## config.mk

```make
export PLATFORM = sky130hd
export DESIGN_NAME = pattern_word_gen
export DESIGN_NICKNAME = d
export VERILOG_FILES = /design/src/common/ptg_pkg.sv /design/src/hdl/pattern_word_gen.sv
export SDC_FILE = /design/constraint.sdc
export NUM_CORES = 1
export LEC_CHECK = 0
export BUFFER_PORTS_ARGS = -buffer_cell sky130_fd_sc_hd__buf_2
export CORE_AREA = 2 2 220 222
export DETAILED_ROUTE_END_ITERATION = 6
export DIE_AREA = 0 0 222 224
export SLEW_MARGIN = 20
export SYNTH_ARGS = -nofsm -noshare
export SYNTH_HDL_FRONTEND = slang
export SYNTH_SLANG_ARGS = --single-unit
```

## constraint.sdc

```tcl
create_clock -name vclk -period 1.45
set_input_delay 0.145 -clock vclk [all_inputs]
set_output_delay 0.145 -clock vclk [all_outputs]
set_load 0.01 [all_outputs]
```

## src/common/ptg_pkg.sv

```systemverilog
package ptg_pkg;

	localparam int DATA_W           = 256;
	localparam int LANE_W           = 32;
	localparam int LANES            = 8;
	localparam int LBA_W            = 48;
	localparam int CNT_W            = 32;
	localparam int HDR_W            = 64;
	localparam int BEATS_PER_SECTOR = 16;
	localparam int BEAT_W           = 4;
	localparam int LFSR_STEPS       = 4;
	localparam int INC_LBA_BITS     = 25;

	// Beat index that closes a sector, and the values every counter takes after reset.
	localparam logic [BEAT_W-1:0] LAST_BEAT   = 4'hf;
	localparam logic [BEAT_W-1:0] HEADER_BEAT = 4'h0;
	localparam logic [CNT_W-1:0]  CNT_RESET   = 32'h0000_0000;
	localparam logic [LBA_W-1:0]  LBA_RESET   = 48'h0000_0000_0000;
	localparam logic [LANE_W-1:0] LFSR_RESET  = 32'h0000_0000;

	typedef enum logic [2:0] {
		PAT_INC  = 3'h0,
		PAT_DEC  = 3'h1,
		PAT_ZERO = 3'h2,
		PAT_ONE  = 3'h3,
		PAT_LFSR = 3'h4
	} pattern_e;

	typedef struct packed {
		logic [CNT_W-1:0] end_size_a;
		logic [2:0]       pattern_select;
		logic [LBA_W-1:0] start_lba;
	} xfer_cfg_s;

	typedef struct packed {
		logic [CNT_W-1:0] beat;
		logic [LANES-1:0] lane_mask;
	} fail_info_s;

	// Fibonacci LFSR, taps 32, 22, 2, 1.
	function automatic logic [LANE_W-1:0] lfsr_step(input logic [LANE_W-1:0] s);
		return {s[LANE_W-2:0], s[31] ^ s[21] ^ s[1] ^ s[0]};
	endfunction

	// Set zero takes true low half and inverted high half; set one the reverse.
	function automatic logic [LANE_W-1:0] lfsr_seed(input logic [LANE_W-1:0] lba, input logic odd_set);
		return odd_set ? {lba[31:16], ~lba[15:0]} : {~lba[31:16], lba[15:0]};
	endfunction

endpackage

```

## src/hdl/pattern_word_gen.sv

```systemverilog
`timescale 1ns/1ps
module pattern_word_gen (
	input  wire logic [2:0]                 i_pattern_select,
	input  wire logic [ptg_pkg::LBA_W-1:0]  i_sector_lba,
	input  wire logic [ptg_pkg::BEAT_W-1:0] i_beat,
	input  wire logic [ptg_pkg::DATA_W-1:0] i_lfsr_lanes,
	output logic      [ptg_pkg::DATA_W-1:0] o_word
);
	import ptg_pkg::*;

	logic [LANE_W-1:0] inc_lane;

	always_comb begin
		inc_lane = '0;
		o_word   = '0;
		for (int l = 0; l < LANES; l++) begin
			// Word index in the sector sits below the low address bits.
			inc_lane = {i_sector_lba[INC_LBA_BITS-1:0], i_beat, l[2:0]};
			case (i_pattern_select)
				PAT_INC:  o_word[l*LANE_W +: LANE_W] = inc_lane;
				PAT_DEC:  o_word[l*LANE_W +: LANE_W] = ~inc_lane;
				PAT_ZERO: o_word[l*LANE_W +: LANE_W] = '0;
				PAT_ONE:  o_word[l*LANE_W +: LANE_W] = '1;
				PAT_LFSR: o_word[l*LANE_W +: LANE_W] = i_lfsr_lanes[l*LANE_W +: LANE_W];
				default:  o_word[l*LANE_W +: LANE_W] = '0;
			endcase
		end
		if (i_beat == HEADER_BEAT) begin
			o_word[HDR_W-1:0] = {{(HDR_W-LBA_W){1'b0}}, i_sector_lba};
		end
	end

endmodule // pattern_word_gen
```

# == Word-level counts from Yosys, hierarchy flattened ==
# Cells that the tools add are included.
# op_classes
reduce_logical,2
muxes,9
n_eq_ne,3
bitwise,8
# ops
operator,count
$pmux W32 S4,8
$not A32 Y32,8
$mux W64,1
$logic_not A4 Y1,1
$eq A3 B1 Y1 const B,1
$eq A3 B2 Y1 const B,1
$eq A3 B3 Y1 const B,1
$logic_not A3 Y1,1
# totals
regBits,0
out_inout_bits,256
wordCells,22
inputBits,311

# == Longest topological paths before layout ==
# Gate-level depths: netlist (run 1).
# logic_depth
ltp_word,3
mapped_depth,7
mapped_depth_nobuf,3

# == Least setup slack after synthesis (run 1) ==
# OpenSTA, ideal clock, no wires.
# synth_timing
kind,input port to output port
start,input i_pattern_select[0]
end,output o_word[26] (netlist bit)
t_required_ps,1305
path_stages,6
path_buffers,3
arrival_ps,1317
slack_ps,-12
path_cell_list,buf_2 -> nor2_1 -> buf_2 -> buf_4 -> mux2i_2 -> a211oi_1
# synth_between
elab_chain_cells,3
word_cells_on_any_way,6
classes_between,eq/ne (3); mux (2); reduce/logical (1)
# synth_rtl
item,line,source
start: declaration,pattern_word_gen.sv:3,"input wire logic [2:0] i_pattern_select,"
"$eq A3 B3 Y1, or another cell as far along",pattern_word_gen.sv:19,case (i_pattern_select)
$pmux W32 S4 (*),pattern_word_gen.sv:19,
$mux W64 (*),pattern_word_gen.sv:28,if (i_beat == HEADER_BEAT) begin
end: declaration,pattern_word_gen.sv:7,output logic [ptg_pkg::DATA_W-1:0] o_word
# Every way passes the cells marked *; elsewhere a longest branch is shown, timed or not.

# == Worst setup path after layout (run 1) ==
# layout_timing
start,input i_pattern_select[1]
end,output o_word[9] (netlist bit)
# The elaborated chain is that of the path after synthesis.

==> metrics, run 1 <==
status=finished with violations; failing checks=setup timing; first-pass GRT wire length=around 46000 um; WL met3=approximately 2100 um; VDD IR max=0.000132 V; met2 wire length=~17000 um; met1 wire length=14300 um; Gate Count Post-Synth=673; total track usage=0.124; core area=~47000 um2; syn_nets=984; die width=between 200 and 250 um; register area share after synthesis=0; vias per inst=about 3.8; DR pass1 iterations=4; slew margin rel.=0.691; Hold Path End=o_word[144]; via count=just under 8000; Synth cell types=19; placed inst area=around 8000 um2; Worst Path Arrival=around 1.6 ns; # nets final=~1700; Remaining DRCs=0; First DRT Iteration DRCs=about 340; Tcrit/Tclk final=1.19; static leakage power=about 0.006 uW; Max stage delay on crit path=around 0.22 ns; leading cell types in the layout, fill and taps excluded=buf_2 (518), nand2_1 (228), nand2_2 (126), buf_4 (84), buf_6 (81); drt wl/cell=between 15 and 20 um; worst hold margin=roughly 0.56 ns; Initial Util=0.0692; Yosys warning total=0; synthesis-to-finish area growth=233%; routability cong.=0.845; crit path max fanout=6; Ports=about 570; Reg area=0 um2; Total Power=3830 uW; sequential cells=0; Fmax=about 580 MHz; Setup crit end kind=output port; Min Clock Period, post-route=about 1.7 ns; share of layout cells above drive strength 1=0.761; Max-Cap Viols=0; # hold bufs at CTS=0; largest net degree at the start of global routing=24; count of final max-slew check failures=0; Chip Height=224 um; RSZ-0062 raised after global routing=yes; Highest Signal Layer=met5; total grt overflow=0; Least-Margin Pin Slew=roughly 0.45 ns; sum of negative setup slack=-38.96 ns; Synth Area per Inst=just under 5 um2; Hold Path Depth=4; row cnt=80; most used cell, CP=buf_12; Top Family by Delay on Critical Path=buffers and inverters; # setup viols final=250; Setup CP Type=input pin to output port; area share of the largest cell type after synthesis=0.439; crit start category=input pin; drt total wl=around 36000 um; Final Hold Viols=0; DPL Wire Length=between 20000 and 30000 um; post-route ant nets=0; initial antenna violation count=6; number of global-route vias before repair=just over 7000; IO buf count=roughly 570; worst-path cell chain=buf_12 > buf_6 > nor3b_4 > buf_4 > buf_12 > buf_12 > buf_16 > a21oi_1 > a211oi_1 > buf_2; Worst Min Path Start=i_lfsr_lanes[144]; Clock Buffer Count=0; min-delay worst type=input pin to output port; Core Util, Final=0.230; die area=49700 um2; WP data required=1.31 ns; Post-Syn Area=about 3300 um2; slowest CP cell=a211oi_1; Yosys top cell by area=nand2_1; PD cells=around 350 nW/um2; Area contributors post-synth=nand2_1 (44%), mux2i_2 (10%), a21oi_1 (9.6%); commonest non-fill, non-tap cell in the layout=buf_2; Finished Cell Area=between 10000 and 15000 um2; worst setup margin=-0.277 ns; Bufs and invs on worst path=7
## cell type report
class                      instances  area (um2)
fill                            5146       36400
multi-input combinational        618        4230
antenna                            4        10.0
tap                              615         769
timing repair buffer             774        5900
## layer usage
| layer | vias to the layer above | GRT usage |
|---|---|---|
| met2 | 463 | 0.223 |
| met1 | 3525 | 0.152 |
| met4 | 4 | 0.0456 |
| li1 | 3635 | - |
| met5 | - | 0 |
| met3 | 80 | 0.0127 |
## worst min-delay path, cell delays in order
cell and delay, ns:
buf_2 0.09, nand2_2 0.04, nand2_2 0.05, buf_6 0.09
## synthesized netlist by cell type, drive strengths merged
master / count
mux2i: 30
nand2: 384
buf: 44
nor2b: 30
a21o: 12
o22a: 1
nor2: 46
o21ai: 5
nand2b: 1
a21oi: 63
a211oi: 42
clkbuf: 11
or4: 1
nor4: 1
nor3b: 1
xor2: 1
## where the power goes
part           internal (uW)  total [uW]  leakage [uW]  switching (uW)
combinational           1900        3830       0.00598            1930
sequential                 0           0             0               0
clock               0.000349    0.000349  0.0000000254               0
total                   1900        3830       0.00598            1930
## cell families after synthesis
group	synth area share
xor gates and xnor gates	0.00267
muxes	0.120
AOI/OAI and AO/OA	0.230
buffers and inverters	0.0821
and+or+nand+nor	0.565
## worst max-delay path by stage
stage / start / end / cells past startpoint
after floorplan: i_beat[3] / o_word[31] / 4
after global placement: i_pattern_select[1] / o_word[60] / 6
after detailed placement: i_pattern_select[1] / o_word[21] / 8
after CTS: i_pattern_select[0] / o_word[51] / 11
after global routing: i_pattern_select[1] / o_word[24] / 10
final: i_pattern_select[1] / o_word[9] / 10
## repair_timing
| action | CTS | global route |
|---|---|---|
| pin swaps | 140 | 100 |
| cloned | 13 | 5 |
| resized for setup | 281 | 217 |
| setup buffers | 44 | 34 |
| setup endpoints to repair | 256 | 256 |
## per-stage QoR
step | std cells | worst slack, ns
after floorplan | 673 | -0.00326
after global placement | 1921 | -0.446
after detailed placement | 1921 | -0.424
after CTS | 1977 | -0.274
after global routing | 2010 | -0.367
final | 2011 | -0.277
Note: power is estimated with default switching activity, not from simulation.
==> run 2, diff against run 1 <==
- CELL_PAD_IN_SITES_DETAIL_PLACEMENT: not set -> 1
- CELL_PAD_IN_SITES_GLOBAL_PLACEMENT: not set -> 1
- CORE_AREA: 2 2 220 222 -> 2 2 222 224
- DIE_AREA: 0 0 222 224 -> 0 0 224 226
- PLACE_DENSITY_LB_ADDON: not set -> 0.1
==> metrics, run 2 (synthesized netlist as in run 1, its figures left out) <==
Multi-input gate area=5130 um2 (+21%); row cnt=81 (+1.3%); worst setup margin=-0.349 ns (-0.0713 ns); slowest CP cell=nor4_4; Ports=567 (unchanged); VDD IR max=0.000129 V (-2.0%); total track usage=0.149 (+0.0256); Chip Height=226 um (+0.89%); IO buf count=567 (unchanged); vias per inst=3.76 (-1.8%); status=finished with violations; DPL Wire Length=30000 um (+19%); Setup WS pre-CTS=-0.428 ns (-0.00351 ns); Setup crit end kind=output port; Max stage delay on crit path=0.34 ns (+0.12 ns); total grt overflow=0 (unchanged); leading cell types in the layout, fill and taps excluded=buf_2 (423), buf_6 (226), nand2_2 (141), nand2_1 (123), nand2_4 (119); routability cong.=0.737 (-13%); RSZ-0062 raised after global routing=yes; Initial Util=0.0678 (-0.00143); WP data required=1.31 ns (about the same); number of global-route vias before repair=7829 (+9.0%); slew margin rel.=0.692 (+0.00132); crit start category=input pin; Finished Cell Area=13600 um2 (+24%); Tcrit/Tclk final=1.24 (+0.0491); initial antenna violation count=5 (-1); First DRT Iteration DRCs=163 (-51%); Least-Margin Pin Slew=0.460 ns (+0.00662 ns); post-route ant nets=0 (unchanged); drt total wl=41900 um (+18%); Remaining DRCs=0 (unchanged); drt wl/cell=20.1 um (+14%); DR pass1 iterations=4 (unchanged); Max-Cap Viols=0 (unchanged); share of layout cells above drive strength 1=0.856 (+0.0950); most used cell, CP=buf_12; Worst Path Arrival=1.65 ns (+0.07 ns); first-pass GRT wire length=55600 um (+21%); largest net degree at the start of global routing=11 (-54%); failing checks=setup timing; count of final max-slew check failures=0 (unchanged); # nets final=1769 (+3.8%); synthesis-to-finish area growth=314%; # hold bufs at CTS=0 (unchanged); via count=7822 (+1.5%); die width=224 um (+0.90%); die area=50600 um2 (+1.8%); FILL cells=5760 (+12%); Setup CP Type=input pin to output port; min-delay worst type=input pin to output port; Fmax=556 MHz (-4.0%); Min Clock Period, post-route=1.80 ns (+0.0713 ns); # setup viols final=226 (-9.6%); static leakage power=0.00699 uW (+17%); Worst Min Path Start=i_lfsr_lanes[184]; Hold Path End=o_word[184]; Hold Path Depth=4 (unchanged); Core Util, Final=0.281 (+0.0501); commonest non-fill, non-tap cell in the layout=buf_2; PD cells=358 nW/um2 (+2.0%); placed inst area=8150 um2 (+2.1%); Reg area=0 um2 (unchanged); Final Hold Viols=0 (unchanged); worst-path cell chain=buf_8 > buf_6 > nor4_4 > buf_12 > buf_12 > buf_12 > buf_8 > a21oi_2 > a211oi_2 > buf_2; crit path max fanout=5 (-1); Clock Buffer Count=0 (unchanged); core area=48300 um2 (+2.1%); sequential cells=0 (unchanged)
## run 2: per-stage QoR
stage,power [uW],hold slack [ns],TNS (ns),cells
after floorplan,1130,0.405,-0.00978,673
after global placement,3030,0.566,-52.89,1941
after detailed placement,3020,0.568,-55.19,1941
after CTS,3920,0.569,-35.37,2034
after global routing,5170,0.577,-40.15,2079
final,4860,0.558,-24.26,2079
## run 2: critical path, delay by kind of cell
family	cells	cell delay (ns)
AOI/OAI and AO/OA	2	0.25
buffers and inverters	7	0.91
and+or+nand+nor	1	0.34
## run 2: how the worst max path moves through the flow
stage / slack [ns] / endpoint / cells after the start / start
floorplan: -0.003 / o_word[31] / 4 / i_beat[3]
global placement: -0.46 / o_word[95] / 7 / i_pattern_select[1]
detailed placement: -0.43 / o_word[127] / 7 / i_pattern_select[1]
CTS: -0.33 / o_word[5] / 9 / i_beat[0]
global route: -0.43 / o_word[12] / 10 / i_beat[3]
finish: -0.35 / o_word[12] / 10 / i_beat[0]
## run 2: layout make-up
type               instances  share of cell area
repair buffers           837               0.564
multi-input cells        619               0.378
well taps                622              0.0574
diodes                     1            0.000184
## run 2: layer usage
metal  track usage  vias to the layer above  routed length (um)
met1         0.185                     3763               17400
met4       0.00581                        8                 162
met2         0.284                      272               22300
met3        0.0221                       18                1960
li1              -                     3761                   -
met5             0                        -                  48
## run 2: where the power goes
group | total (uW) | leakage (uW) | internal, uW | switching, uW
sequential | 0 | 0 | 0 | 0
combinational | 4860 | 0.00699 | 2630 | 2230
clock | 0.0000927 | 0.00000000634 | 0.0000927 | 0
## run 2: timing repair
| item | in CTS | in global routing |
|---|---|---|
| buffers inserted | 61 | 59 |
| endpoints found under the setup margin | 253 | 256 |
| pin swaps | 54 | 151 |
| gates cloned | 34 | 7 |
| resized for setup | 308 | 608 |
